$ cat config.mk
export PLATFORM = sky130hd
export DESIGN_NAME = pcrb_bank
export DESIGN_NICKNAME = d
export VERILOG_FILES = /design/src/pcrb_pkg.sv /design/src/pcrb_bank.sv
export VERILOG_INCLUDE_DIRS = /design/src /design/src/src
export SDC_FILE = /design/constraint.sdc
export NUM_CORES = 1
export LEC_CHECK = 0
export BUFFER_PORTS_ARGS = -buffer_cell sky130_fd_sc_hd__buf_2
export CORE_MARGIN = 2
export CORE_UTILIZATION = 30
export DETAILED_ROUTE_END_ITERATION = 6
export GPL_TIMING_DRIVEN = 0
export SYNTH_ARGS = -nofsm -noshare
export SYNTH_HDL_FRONTEND = slang
export SYNTH_SLANG_ARGS = --single-unit
$ cat constraint.sdc
create_clock -name CLK -period 3.99 [get_ports CLK]
set_input_delay 0.1995 -clock CLK [delete_from_list [all_inputs] [get_ports CLK]]
set_output_delay 0.1995 -clock CLK [all_outputs]
set_load 0.02 [all_outputs]
$ cat src/pcrb_regs.svh
// Register map of the panel configuration bank: offsets, fields and defaults.
// Assumes an 8-bit command address and 8-bit data path.
`ifndef PCRB_REGS_SVH
`define PCRB_REGS_SVH
`define PCRB_OFS_RESLANE   8'h30
`define PCRB_OFS_VCOUNT    8'h31
`define PCRB_OFS_PANEL     8'h32
`define PCRB_OFS_ZZPWR     8'h33
`define PCRB_OFS_BLDITH    8'h34
`define PCRB_OFS_INFMT     8'h35
`define PCRB_OFS_GATE      8'h36
`define PCRB_OFS_PUMP      8'h39
`define PCRB_OFS_DUMMY     8'h3A
`define PCRB_OFS_OTP       8'h3D
`define PCRB_OFS_IFSEL     8'h3F
`define PCRB_OFS_VCOM      8'h41
`define PCRB_OFS_TRIM      8'h44
`define PCRB_OFS_VGH       8'h47
`define PCRB_OFS_VGL       8'h48
`define PCRB_RST_RESLANE   8'h00
`define PCRB_RST_VCOUNT    8'h9F
`define PCRB_RST_PANEL     8'h00
`define PCRB_RST_ZZPWR     8'h21
`define PCRB_RST_BLDITH    8'hFC
`define PCRB_RST_INFMT     8'h24
`define PCRB_RST_GATE      8'h41
`define PCRB_RST_PUMP      8'h11
`define PCRB_RST_DUMMY     8'h00
`define PCRB_RST_OTP       8'h1F
`define PCRB_RST_IFSEL     8'h1A
`define PCRB_RST_VCOM      8'h5E
`define PCRB_RST_TRIM      8'hA8
`define PCRB_RST_VGH       8'h14
`define PCRB_RST_VGL       8'h66
`define PCRB_MSK_RESLANE   8'hFF
`define PCRB_MSK_PANEL     8'h73
`define PCRB_MSK_ZZPWR     8'h3F
`define PCRB_MSK_BLDITH    8'hFC
`define PCRB_MSK_INFMT     8'hBF
`define PCRB_MSK_GATE      8'hFF
`define PCRB_MSK_PUMP      8'hFF
`define PCRB_MSK_DUMMY     8'h3F
`define PCRB_MSK_OTP       8'h3F
`define PCRB_MSK_IFSEL     8'h3F
`define PCRB_MSK_TRIM      8'hFF
`define PCRB_MSK_VGH       8'hFF
`define PCRB_MSK_VGL       8'hFF
`define PCRB_B_VSRC        3
`define PCRB_B_TEST        0
`define PCRB_B_NBW         1
`define PCRB_B_SHIFT       4
`define PCRB_B_SCAN        5
`define PCRB_B_HOLD        6
`define PCRB_B_ONPOL       2
`define PCRB_B_PWMPOL      3
`define PCRB_B_BLON        4
`define PCRB_B_DITH        5
`define PCRB_B_HORIZONTAL_FRAME_RATE_CTRL        6
`define PCRB_B_DEMODE      2
`define PCRB_B_DEPTH       3
`define PCRB_B_FMT         4
`define PCRB_B_LANE_POLARITY_SWAP        7
`define PCRB_B_BLKKEEP     3
`define PCRB_B_ROUTE       4
`define PCRB_B_IFSEL       0
`define PCRB_B_CMDSEL      5
`endif

$ cat src/pcrb_pkg.sv
// Types shared by the panel configuration bank.
// Assumes nothing beyond a SystemVerilog compiler.
`default_nettype none
package pcrb_pkg;
    typedef enum logic [1:0] {
        PCRB_INV_1LINE = 2'h0,
        PCRB_INV_2LINE = 2'h1,
        PCRB_INV_4LINE = 2'h2,
        PCRB_INV_COL   = 2'h3
    } pcrb_inv_t;

    typedef enum logic [1:0] {
        PCRB_DITH_OFF  = 2'h0,
        PCRB_DITH_FRC  = 2'h1,
        PCRB_DITH_HORIZONTAL_FRAME_RATE_CTRL = 2'h2
    } pcrb_dith_t;

    typedef struct packed {
        logic [7:0] reslane;
        logic [7:0] vcount;
        logic [7:0] panel;
        logic [7:0] zzpwr;
        logic [7:0] bldith;
        logic [7:0] infmt;
        logic [7:0] gate;
        logic [7:0] pump;
        logic [7:0] dummy;
        logic [7:0] otp;
        logic [7:0] ifsel;
        logic [7:0] vcom;
        logic [7:0] trim;
        logic [7:0] vgh;
        logic [7:0] vgl;
        logic [7:0] rdata;
    } pcrb_state_t;
endpackage : pcrb_pkg
`default_nettype wire

$ cat src/pcrb_bank.sv
// Panel configuration register bank with strap XOR and derived controls.
// Assumes the command decoder gives one-cycle WR/RD strobes, synchronous to CLK.
// Contract
// - Resolution bit 3 picks register line count or 3-bit panel size code.
// - Lane swap bits 7:4 XOR strap give effective lane swap.
// - Register line count equals (value plus one) times eight.
// - Panel bit 0 XOR strap selects test pattern, LVDS only.
// - Panel bit 1 selects normally black or white.
// - Panel bit 4 sets source channel shift order.
// - Panel bit 5 sets gate scan direction.
// - Panel bit 6 XOR standby pin, LVDS only, switches logic off.
// - Power mode bits 5:4 XOR strap pins give effective mode.
// - Zig-zag register bits 3:0 give sixteen zig-zag settings.
// - Bits 2 and 3 set backlight-on and PWM polarity.
// - Bit 4 gates backlight on output, and PWM output only when routing bit 4 is set.
// - Dither enable with bit 6 picks H-FRC or FRC, else off.
// - Two-bit field selects one of four inversion methods.
// - Input format bit 2 selects HV or DE sync.
// - Bits 3 and 4 select LVDS depth and format, XOR straps.
// - Input format bit 7 XOR strap swaps serial lane polarity.
// - Gate mode bit 3 keeps or stops gate clock in blanking.
// - Pre-dummy bits 3:0 give dummy clock count, zero means all.
// - Routing bit 4 puts pump clock on PWM or second switch.
// - Interface bit 0 XOR strap selects serial link or LVDS.
// - Interface bit 5 XOR strap selects 3-wire or I2C.
`default_nettype none
`include "pcrb_regs.svh"
module pcrb_bank #(
    parameter int LINE_W = 12
) (
    input  wire logic              CLK,
    input  wire logic              NRST,
    input  wire logic              WR,
    input  wire logic              RD,
    input  wire logic [7:0]        ADDR,
    input  wire logic [7:0]        WDATA,
    output logic      [7:0]        RDATA,
    input  wire logic [2:0]        STRAP_RES,
    input  wire logic [3:0]        STRAP_LANE,
    input  wire logic              STRAP_TEST,
    input  wire logic              STRAP_HOLD,
    input  wire logic [1:0]        STRAP_PWR,
    input  wire logic              STRAP_DEPTH,
    input  wire logic              STRAP_FMT,
    input  wire logic              STRAP_LANE_POLARITY_SWAP,
    input  wire logic              STRAP_IF,
    input  wire logic              STRAP_CMD,
    input  wire logic              BL_ON_REQ,
    input  wire logic              BL_PWM_IN,
    input  wire logic              PUMP_CLK_IN,
    output logic                   VERTICAL_COUNT_SOURCE,
    output logic [LINE_W-1:0]      ACTIVE_LINES,
    output logic [2:0]             PANEL_SIZE_CODE,
    output logic [3:0]             LANE_ORDER_SWAP,
    output logic                   TEST_PATTERN,
    output logic                   PANEL_BLACK_WHITE_TYPE,
    output logic                   SOURCE_SHIFT_DIRECTION,
    output logic                   GATE_SCAN_DIRECTION,
    output logic                   LOW_POWER_HOLD,
    output logic [1:0]             SUPPLY_MODE_SELECT,
    output logic [3:0]             ZZ_PANEL_TYPE,
    output logic                   BACKLIGHT_ON,
    output logic                   BACKLIGHT_PULSE_OUTPUT,
    output logic                   SECOND_SWITCH_OUTPUT,
    output pcrb_pkg::pcrb_dith_t   DITHER_MODE,
    output pcrb_pkg::pcrb_inv_t    POLARITY_INVERSION_METHOD,
    output logic                   LVDS_DE_MODE,
    output logic                   LVDS_DEPTH_SELECT,
    output logic                   LVDS_FORMAT_SELECT,
    output logic                   LANE_POLARITY_SWAP,
    output logic                   BLANKING_CLOCK_KEEP,
    output logic [3:0]             PRE_DUMMY_COUNT,
    output logic                   PRE_DUMMY_ALL,
    output logic                   SERIAL_VIDEO_SEL,
    output logic                   I2C_CMD_SEL,
    output logic [7:0]             GATE_MODE,
    output logic [7:0]             VCOM_LEVEL,
    output logic [7:0]             SUPPLY_TRIM,
    output logic [7:0]             VGH_LEVEL,
    output logic [7:0]             VGL_LEVEL
);
    pcrb_pkg::pcrb_state_t st_reg;
    pcrb_pkg::pcrb_state_t st_next;
    logic                  lvds_sel;
    logic                  bl_en;
    logic [LINE_W-1:0]     reg_lines;

    always_comb begin
        st_next = st_reg;
        if (WR) begin
            unique case (ADDR)
                `PCRB_OFS_RESLANE: st_next.reslane = WDATA & `PCRB_MSK_RESLANE;
                `PCRB_OFS_VCOUNT:  st_next.vcount  = WDATA;
                `PCRB_OFS_PANEL:   st_next.panel   = WDATA & `PCRB_MSK_PANEL;
                `PCRB_OFS_ZZPWR:   st_next.zzpwr   = WDATA & `PCRB_MSK_ZZPWR;
                `PCRB_OFS_BLDITH:  st_next.bldith  = WDATA & `PCRB_MSK_BLDITH;
                `PCRB_OFS_INFMT:   st_next.infmt   = WDATA & `PCRB_MSK_INFMT;
                `PCRB_OFS_GATE:    st_next.gate    = WDATA & `PCRB_MSK_GATE;
                `PCRB_OFS_PUMP:    st_next.pump    = WDATA & `PCRB_MSK_PUMP;
                `PCRB_OFS_DUMMY:   st_next.dummy   = WDATA & `PCRB_MSK_DUMMY;
                `PCRB_OFS_OTP:     st_next.otp     = WDATA & `PCRB_MSK_OTP;
                `PCRB_OFS_IFSEL:   st_next.ifsel   = WDATA & `PCRB_MSK_IFSEL;
                `PCRB_OFS_VCOM:    st_next.vcom    = WDATA;
                `PCRB_OFS_TRIM:    st_next.trim    = WDATA & `PCRB_MSK_TRIM;
                `PCRB_OFS_VGH:     st_next.vgh     = WDATA & `PCRB_MSK_VGH;
                `PCRB_OFS_VGL:     st_next.vgl     = WDATA & `PCRB_MSK_VGL;
                default:           st_next.rdata   = st_reg.rdata;
            endcase
        end
        if (RD) begin
            // Read data is the value before any same-cycle write
            unique case (ADDR)
                `PCRB_OFS_RESLANE: st_next.rdata = st_reg.reslane;
                `PCRB_OFS_VCOUNT:  st_next.rdata = st_reg.vcount;
                `PCRB_OFS_PANEL:   st_next.rdata = st_reg.panel;
                `PCRB_OFS_ZZPWR:   st_next.rdata = st_reg.zzpwr;
                `PCRB_OFS_BLDITH:  st_next.rdata = st_reg.bldith;
                `PCRB_OFS_INFMT:   st_next.rdata = st_reg.infmt;
                `PCRB_OFS_GATE:    st_next.rdata = st_reg.gate;
                `PCRB_OFS_PUMP:    st_next.rdata = st_reg.pump;
                `PCRB_OFS_DUMMY:   st_next.rdata = st_reg.dummy;
                `PCRB_OFS_OTP:     st_next.rdata = st_reg.otp;
                `PCRB_OFS_IFSEL:   st_next.rdata = st_reg.ifsel;
                `PCRB_OFS_VCOM:    st_next.rdata = st_reg.vcom;
                `PCRB_OFS_TRIM:    st_next.rdata = st_reg.trim;
                `PCRB_OFS_VGH:     st_next.rdata = st_reg.vgh;
                `PCRB_OFS_VGL:     st_next.rdata = st_reg.vgl;
                default:           st_next.rdata = 8'h00;
            endcase
        end
    end

    always_ff @(posedge CLK or negedge NRST) begin
        if (!NRST) begin
            st_reg.reslane <= `PCRB_RST_RESLANE;
            st_reg.vcount  <= `PCRB_RST_VCOUNT;
            st_reg.panel   <= `PCRB_RST_PANEL;
            st_reg.zzpwr   <= `PCRB_RST_ZZPWR;
            st_reg.bldith  <= `PCRB_RST_BLDITH;
            st_reg.infmt   <= `PCRB_RST_INFMT;
            st_reg.gate    <= `PCRB_RST_GATE;
            st_reg.pump    <= `PCRB_RST_PUMP;
            st_reg.dummy   <= `PCRB_RST_DUMMY;
            st_reg.otp     <= `PCRB_RST_OTP;
            st_reg.ifsel   <= `PCRB_RST_IFSEL;
            st_reg.vcom    <= `PCRB_RST_VCOM;
            st_reg.trim    <= `PCRB_RST_TRIM;
            st_reg.vgh     <= `PCRB_RST_VGH;
            st_reg.vgl     <= `PCRB_RST_VGL;
            st_reg.rdata   <= 8'h00;
        end else begin
            st_reg <= st_next;
        end
    end

    assign RDATA = st_reg.rdata;

    // Strap inputs combine live, so a strap change takes effect at once
    assign SERIAL_VIDEO_SEL = st_reg.ifsel[`PCRB_B_IFSEL] ^ STRAP_IF;
    assign lvds_sel         = ~SERIAL_VIDEO_SEL;
    assign I2C_CMD_SEL      = st_reg.ifsel[`PCRB_B_CMDSEL] ^ STRAP_CMD;

    assign VERTICAL_COUNT_SOURCE = st_reg.reslane[`PCRB_B_VSRC];
    assign PANEL_SIZE_CODE = st_reg.reslane[2:0] ^ STRAP_RES;
    assign reg_lines = LINE_W'({4'h0, st_reg.vcount} + 12'h001) << 3;
    // Size code decoding lives downstream; zero here flags code mode
    assign ACTIVE_LINES = VERTICAL_COUNT_SOURCE ? reg_lines : '0;
    assign LANE_ORDER_SWAP = st_reg.reslane[7:4] ^ STRAP_LANE;

    // Test pattern and standby straps only matter on the LVDS path
    assign TEST_PATTERN = st_reg.panel[`PCRB_B_TEST] ^ (lvds_sel & STRAP_TEST);
    assign PANEL_BLACK_WHITE_TYPE = st_reg.panel[`PCRB_B_NBW];
    assign SOURCE_SHIFT_DIRECTION = st_reg.panel[`PCRB_B_SHIFT];
    assign GATE_SCAN_DIRECTION    = st_reg.panel[`PCRB_B_SCAN];
    assign LOW_POWER_HOLD = st_reg.panel[`PCRB_B_HOLD] ^ (lvds_sel & STRAP_HOLD);

    assign SUPPLY_MODE_SELECT = st_reg.zzpwr[5:4] ^ STRAP_PWR;
    assign ZZ_PANEL_TYPE      = st_reg.zzpwr[3:0];

    // Standby forces backlight outputs to their inactive level, the pulse output only when routing bit 4 is set
    assign bl_en = st_reg.bldith[`PCRB_B_BLON] & ~LOW_POWER_HOLD;
    assign BACKLIGHT_ON = st_reg.bldith[`PCRB_B_ONPOL] ^ ~(bl_en & BL_ON_REQ);
    assign BACKLIGHT_PULSE_OUTPUT = st_reg.pump[`PCRB_B_ROUTE]
        ? (st_reg.bldith[`PCRB_B_PWMPOL] ^ ~(bl_en & BL_PWM_IN))
        : PUMP_CLK_IN;
    assign SECOND_SWITCH_OUTPUT = st_reg.pump[`PCRB_B_ROUTE] & PUMP_CLK_IN;

    assign DITHER_MODE = !st_reg.bldith[`PCRB_B_DITH] ? pcrb_pkg::PCRB_DITH_OFF
        : (st_reg.bldith[`PCRB_B_HORIZONTAL_FRAME_RATE_CTRL] ? pcrb_pkg::PCRB_DITH_HORIZONTAL_FRAME_RATE_CTRL
        : pcrb_pkg::PCRB_DITH_FRC);
    assign POLARITY_INVERSION_METHOD = pcrb_pkg::pcrb_inv_t'(st_reg.infmt[1:0]);
    assign LVDS_DE_MODE       = st_reg.infmt[`PCRB_B_DEMODE];
    assign LVDS_DEPTH_SELECT  = st_reg.infmt[`PCRB_B_DEPTH] ^ STRAP_DEPTH;
    assign LVDS_FORMAT_SELECT = st_reg.infmt[`PCRB_B_FMT] ^ STRAP_FMT;
    assign LANE_POLARITY_SWAP = st_reg.infmt[`PCRB_B_LANE_POLARITY_SWAP] ^ STRAP_LANE_POLARITY_SWAP;

    assign BLANKING_CLOCK_KEEP = st_reg.gate[`PCRB_B_BLKKEEP];
    assign GATE_MODE           = st_reg.gate;
    assign PRE_DUMMY_COUNT     = st_reg.dummy[3:0];
    assign PRE_DUMMY_ALL       = (st_reg.dummy[3:0] == 4'h0);

    assign VCOM_LEVEL  = st_reg.vcom;
    assign SUPPLY_TRIM = st_reg.trim;
    assign VGH_LEVEL   = st_reg.vgh;
    assign VGL_LEVEL   = st_reg.vgl;
endmodule : pcrb_bank
`default_nettype wire

==> results.md, run 1 <==
- # H-tree levels: 4
- Most frequent cells in the layout: buf_2, mux2_2, dfrtp_1
- TritonRoute pass-1 iters: 4
- Number of enable-type register cells in the synthesized netlist: 0
- Clk_lat worst skew: 420 ps
- Clock skew: 8.258 ps
- Met3 usage: 3.946%
- CTS tree: done
- Crit share post-route: 59.97%
- Area Overhead vs Synth: 25.36%
- Pint: 2.405 mW
- Multi-input logic area: 2939 sq um
- Ys async rst share: 100.0%
- Initial Util: 30.74%
- GR Overflow Total: 0
- RSZ-0062 raised after global routing: no
- Status: completed
- Leak pwr: 3.932 nW
- Power per cell area: 399.2 nW/um^2
- Slew headroom: 53.59%
- IO buf count: 129
- Seq pwr share: 39.7%
- Hold Fails Final Rpt: 0
- Share of total power in the clock network: 47.5%
- Clk slew on worst S/H paths: 50 ps
- Largest net degree at the start of global routing: 61
- Drt wl/cell: 20.27 um
- Yosys warning count: 0
- Final Power: 3.244 mW
- Max FO, Critical Path: 7
- Net Sw Frac: 25.87%
- Synth Instances: 559
- Data arrival, critical path: 2190 ps
- Vias in the first global route: 5042
- Antenna violations before repair: 0
- Cts bufs inserted: 17
- Post CTS Setup Buffer Count: 0
- Hold_buf cts: 1
- Path category of the worst min-delay check: input pin to flip-flop
- Slew @ Worst Pin: 696.1 ps
- Final WL: 20250 um
- Antenna cells: 0
- Clock Root Buffer: clkbuf_16
- Antenna Nets Post-Route: 0
- Synth Register Bits: 114
- Met1 Use GR: 25.30%
- FF/Latch Area: 2905 sq um
- Critical path data required time: 3790 ps
- Peak supply drop: 0.0002537 V
- Final Net Count: 751
- Cell row count: 53
- Unique masters post-synth: 63
- GR Util met2: 28.61%
- Max-slew violations: 0
- CP Capture Type: output port
- Io pins: 137
- DRT iter0 DRCs: 332
- Ranking of synthesized cells by area: dfrtp_1, mux2_2, dfstp_2
- Synthesized cell area: 6482 sq um
- Yosys top cell by area: dfrtp_1
- CP Launch Type: flip-flop
- Share of the synthesized area in the top cell type: 27.79%
- Longest Clk Path Bufs: 2
- Via density per instance: 5.020
- Most common cell after layout, fill and taps aside: buf_2
- GRT Max-Usage Layer: met2
- HPWL after detailed placement: 14900 um
- Resized cells post-CTS: 0
- Global-route wire length before repair: 30450 um
- Layout cells sized above 1: 58.29%
- Primary FF master, synth: dfrtp_1
- Fmax: 417.9 MHz
- Via count: 5015
- DRC viols: 0
- Routability Congestion: 0.8904
- Worst Setup Path Type: flip-flop to output port
- Syn Area/Cell: 11.60 sq um
- Final setup TNS: 0 ps
- Die Height: 151.0 um
- Combinational share of power: 12.8%
- Core area: 21090 sq um
- Layout fillers: 2146
- Clock Sink Count: 114
- Die X: 151.0 um
- Sequential-to-total area share from yosys stat: 44.82%
- Setup-failing EPs final: 0
- Die area: 22800 sq um
- # Max-Cap Violations: 0
- GRT Total Usage: 18.27%
- Switching power: 839.4 uW
- Minimum clock period: 2393 ps
- Max FFs per register: 51
-- synth_stat cells, types with 2 or more instances --
cell	instances
nor2b_1	6
dfrtp_1	72
dfstp_2	42
mux4_2	2
nor2_1	16
nor2_2	2
a311oi_1	2
a21boi_0	2
nor4_1	4
nand4_2	2
buf_1	3
clkbuf_1	11
buf_6	2
nor2_4	5
xnor2_1	4
xor2_1	18
o221ai_1	2
nor3_1	7
nand3_1	18
o21ai_0	17
and3_1	5
mux2i_1	3
nor4b_4	2
nor3b_1	2
and4bb_2	2
a32oi_1	3
a41oi_1	2
nand4_1	7
buf_2	11
a21oi_1	10
nand2_1	18
or3_1	3
mux2_2	113
a2111oi_0	2
a22oi_1	20
nor2b_2	2
and2_1	10
nor4b_1	2
nand2_2	3
a211oi_1	9
buf_4	67
inv_1	2
a31oi_1	4
-- metrics by stage --
stage / setup slack (ps) / utilization, % / area, sq um / cells / hold WS [ps]
2_1_floorplan: 2041 / - / 6490 / 561 / -96.09
3_3_place_gp: 1278 / 35.47 / 7480 / 965 / 489.0
3_5_place_dp: 1940 / 35.63 / 7513 / 966 / 197.0
4_1_cts: 1543 / 38.54 / 8127 / 999 / 57.84
5_1_grt: 1470 / 38.54 / 8127 / 999 / 76.72
6_report: 1597 / 38.54 / 8127 / 999 / 70.52
-- cell type report --
cell class | instances | area share (%)
Multi-Input combinational cell | 350 | 36.17
Sequential cell | 114 | 35.75
Inverter | 2 | 0.09238
Clock buffer | 24 | 6.174
Tap cell | 275 | 4.234
Clock inverter | 8 | 1.247
Buffer | 95 | 7.852
Timing Repair Buffer | 131 | 8.483
-- worst paths after layout --
| path | from | end | slack (ps) | cells past startpoint |
|---|---|---|---|---|
| worst max register to register | st_reg[120] | RDATA[0] | 2190 | 5 |
| max in group asynchronous | NRST | st_reg[94] | 2960 | 3 |
| worst min-delay path | WDATA[1] | GATE_MODE[1] | 70 | 2 |
| worst max-delay path | st_reg[114] | ACTIVE_LINES[8] | 1600 | 5 |
| min in group asynchronous | NRST | st_reg[67] | 300 | 2 |
| worst min register to register | st_reg[65] | st_reg[65] | 500 | 1 |
-- cells by family after synthesis --
group           share of synthesized area (%)
fa+ha+maj                              0.1930
flops                                   44.82
simple gates                            12.93
mux                                     20.79
buf+inv                                 9.959
compound gates                          8.280
xor+xnor                                2.972
other cells                           0.05785
-- power by group through the flow --
stage | logic, mW | clock network (mW) | registers (mW)
finish | 0.417 | 1.54 | 1.29
global route | 0.451 | 1.61 | 1.29
CTS | 0.420 | 1.56 | 1.29
detailed placement | 0.417 | 0 | 1.31
global placement | 0.408 | 0 | 1.30
floorplan | 0.266 | 0 | 1.28
-- critical path: stages, from the launching register on --
cell	delay [ps]
dfstp_2	510
clkbuf_1	280
nand3_1	220
or3_1	380
a21boi_0	190
buf_2	190
-- routing by layer --
layer  share of wire, %  wire length (um)  vias up
met4                1.7               353        0
met3                6.6              1335       29
li1                   -                 -     2279
met2                 47              9424      214
met5                  0                 0        -
met1                 45              9138     2493
No activity file was read; power rests on OpenSTA's default activity.
==> run 2, diff against run 1 <==
clock period = 2.5 ns   (was 3.99 ns; I/O delays follow)
==> results.md, run 2 (synthesis gave the netlist of run 1 again) <==
- TritonRoute pass-1 iters: 4 (unchanged)
- CP Capture Type: output port
- Antenna cells: 0 (unchanged)
- Antenna violations before repair: 0 (unchanged)
- Final setup TNS: 0 ps (unchanged)
- Slew headroom: 55.11% (+1.5 points)
- Leak pwr: 3.945 nW (+0.32%)
- Hold Worst Slack: 33.94 ps (-36.58 ps)
- Slack of the critical path: 190.1 ps (-1407 ps)
- Power per cell area: 635.5 nW/um^2 (+59%)
- Worst slack, placed: 524.2 ps (-1416 ps)
- Worst Setup Path Type: flip-flop to output port
- DRT iter0 DRCs: 318 (-4.2%)
- GRT Total Usage: 18.28% (about the same)
- Routability Congestion: 0.8904 (unchanged)
- Max FO, Critical Path: 7 (unchanged)
- Io pins: 137 (unchanged)
- Antenna Nets Post-Route: 0 (unchanged)
- HPWL after detailed placement: 14900 um (unchanged)
- # Max-Cap Violations: 0 (unchanged)
- Fmax: 432.9 MHz
- Clk slew on worst S/H paths: 60 ps (about the same)
- Slew @ Worst Pin: 673.3 ps (-22.78 ps)
- Hold_buf cts: 4 (+3)
- Layout cells sized above 1: 58.05% (-0.24 points)
- Max-slew violations: 0 (unchanged)
- Via count: 5034 (+0.38%)
- Longest Clk Path Bufs: 2 (unchanged)
- Crit share post-route: 92.40%
- Setup-failing EPs final: 0 (unchanged)
- Clock Root Buffer: clkbuf_16
- IO buf count: 129 (unchanged)
- Status: completed
- Die Height: 151.0 um (unchanged)
- Fin cells: 1002 (+0.30%)
- Placed Instances: 966 (unchanged)
- Post-layout util: 38.68% (+0.14 points)
- Die area: 22800 sq um (unchanged)
- Final WL: 20330 um (+0.38%)
- Global-route wire length before repair: 30480 um (+0.11%)
- Area Overhead vs Synth: 25.83%
- Largest net degree at the start of global routing: 61 (unchanged)
- CP Launch Type: flip-flop
- Dpl cell area: 7513 sq um (unchanged)
- Minimum clock period: 2310 ps
- Clock skew: 8.092 ps (-0.1668 ps)
- Peak supply drop: 0.0004044 V (+59%)
- Die X: 151.0 um (unchanged)
- Path category of the worst min-delay check: input pin to flip-flop
- Final Net Count: 754 (+0.40%)
- # H-tree levels: 4 (unchanged)
- Clock Sink Count: 114 (unchanged)
- Cts bufs inserted: 17 (unchanged)
- Critical path data required time: 2380 ps (-1410 ps)
- Vias in the first global route: 5059 (+0.34%)
- Finished Cell Area: 8157 sq um (+0.37%)
- Initial Util: 30.74% (unchanged)
- Resized cells post-CTS: 0 (unchanged)
- Final Power: 5.183 mW (+60%)
- Via density per instance: 5.024 (about the same)
- Cell row count: 53 (unchanged)
- Clk_lat worst skew: 420 ps (about the same)
- Max FFs per register: 51 (unchanged)
- CTS tree: done
- RSZ-0062 raised after global routing: no
- Most frequent cells in the layout: buf_2, mux2_2, dfrtp_1
- Most common cell after layout, fill and taps aside: buf_2
- DRC viols: 0 (unchanged)
- Data arrival, critical path: 2180 ps (about the same)
- Hold Fails Final Rpt: 0 (unchanged)
- Drt wl/cell: 20.29 um (about the same)
- Core area: 21090 sq um (unchanged)
- Post CTS Setup Buffer Count: 0 (unchanged)
- GR Overflow Total: 0 (unchanged)
-- run 2: cell count changes in the layout (fill, tap and decap cells not counted), sizes merged --
| cell | previous run | this run |
|---|---|---|
| dlygate4sd3 | 1 | 4 |
-- run 2: power breakdown --
group	switching (mW)	internal [mW]
registers	0.0906	1.96
logic	0.387	0.281
clock network	0.864	1.60
-- run 2: layer usage --
metal | track usage (%) | vias to the layer above | routed length [um]
met5 | 0 | - | 0
met4 | 5.654 | 0 | 311
met3 | 3.946 | 24 | 1268
met2 | 28.61 | 193 | 9487
met1 | 25.34 | 2533 | 9260
li1 | - | 2284 | -
-- run 2: final cells by class --
| type | count | area (sq um) |
|---|---|---|
| Fill cell | 2142 | 12930 |
| Multi-Input combinational cell | 350 | 2939 |
| Sequential cell | 114 | 2905 |
| Timing Repair Buffer | 134 | 719.4 |
| Buffer | 95 | 638.1 |
| Clock buffer | 24 | 501.7 |
| Tap cell | 275 | 344.1 |
| Clock inverter | 8 | 101.3 |
| Inverter | 2 | 7.507 |
-- run 2: final timing paths --
kind,from,endpoint,slack (ps),cells past startpoint
worst max-delay path,st_reg[114],ACTIVE_LINES[8],190,5
worst min-delay path,WDATA[4],st_reg[60],30,2
worst max register to register,st_reg[120],RDATA[0],710,5
worst min register to register,st_reg[65],st_reg[65],500,1
max in group asynchronous,NRST,st_reg[94],1550,3
min in group asynchronous,NRST,st_reg[67],220,2
-- run 2: critical path, cell delays in order (launching register included) --
cell	delay (ps)
dfstp_2	510
clkbuf_1	280
nand3_1	220
or3_1	380
a21boi_0	190
buf_2	190
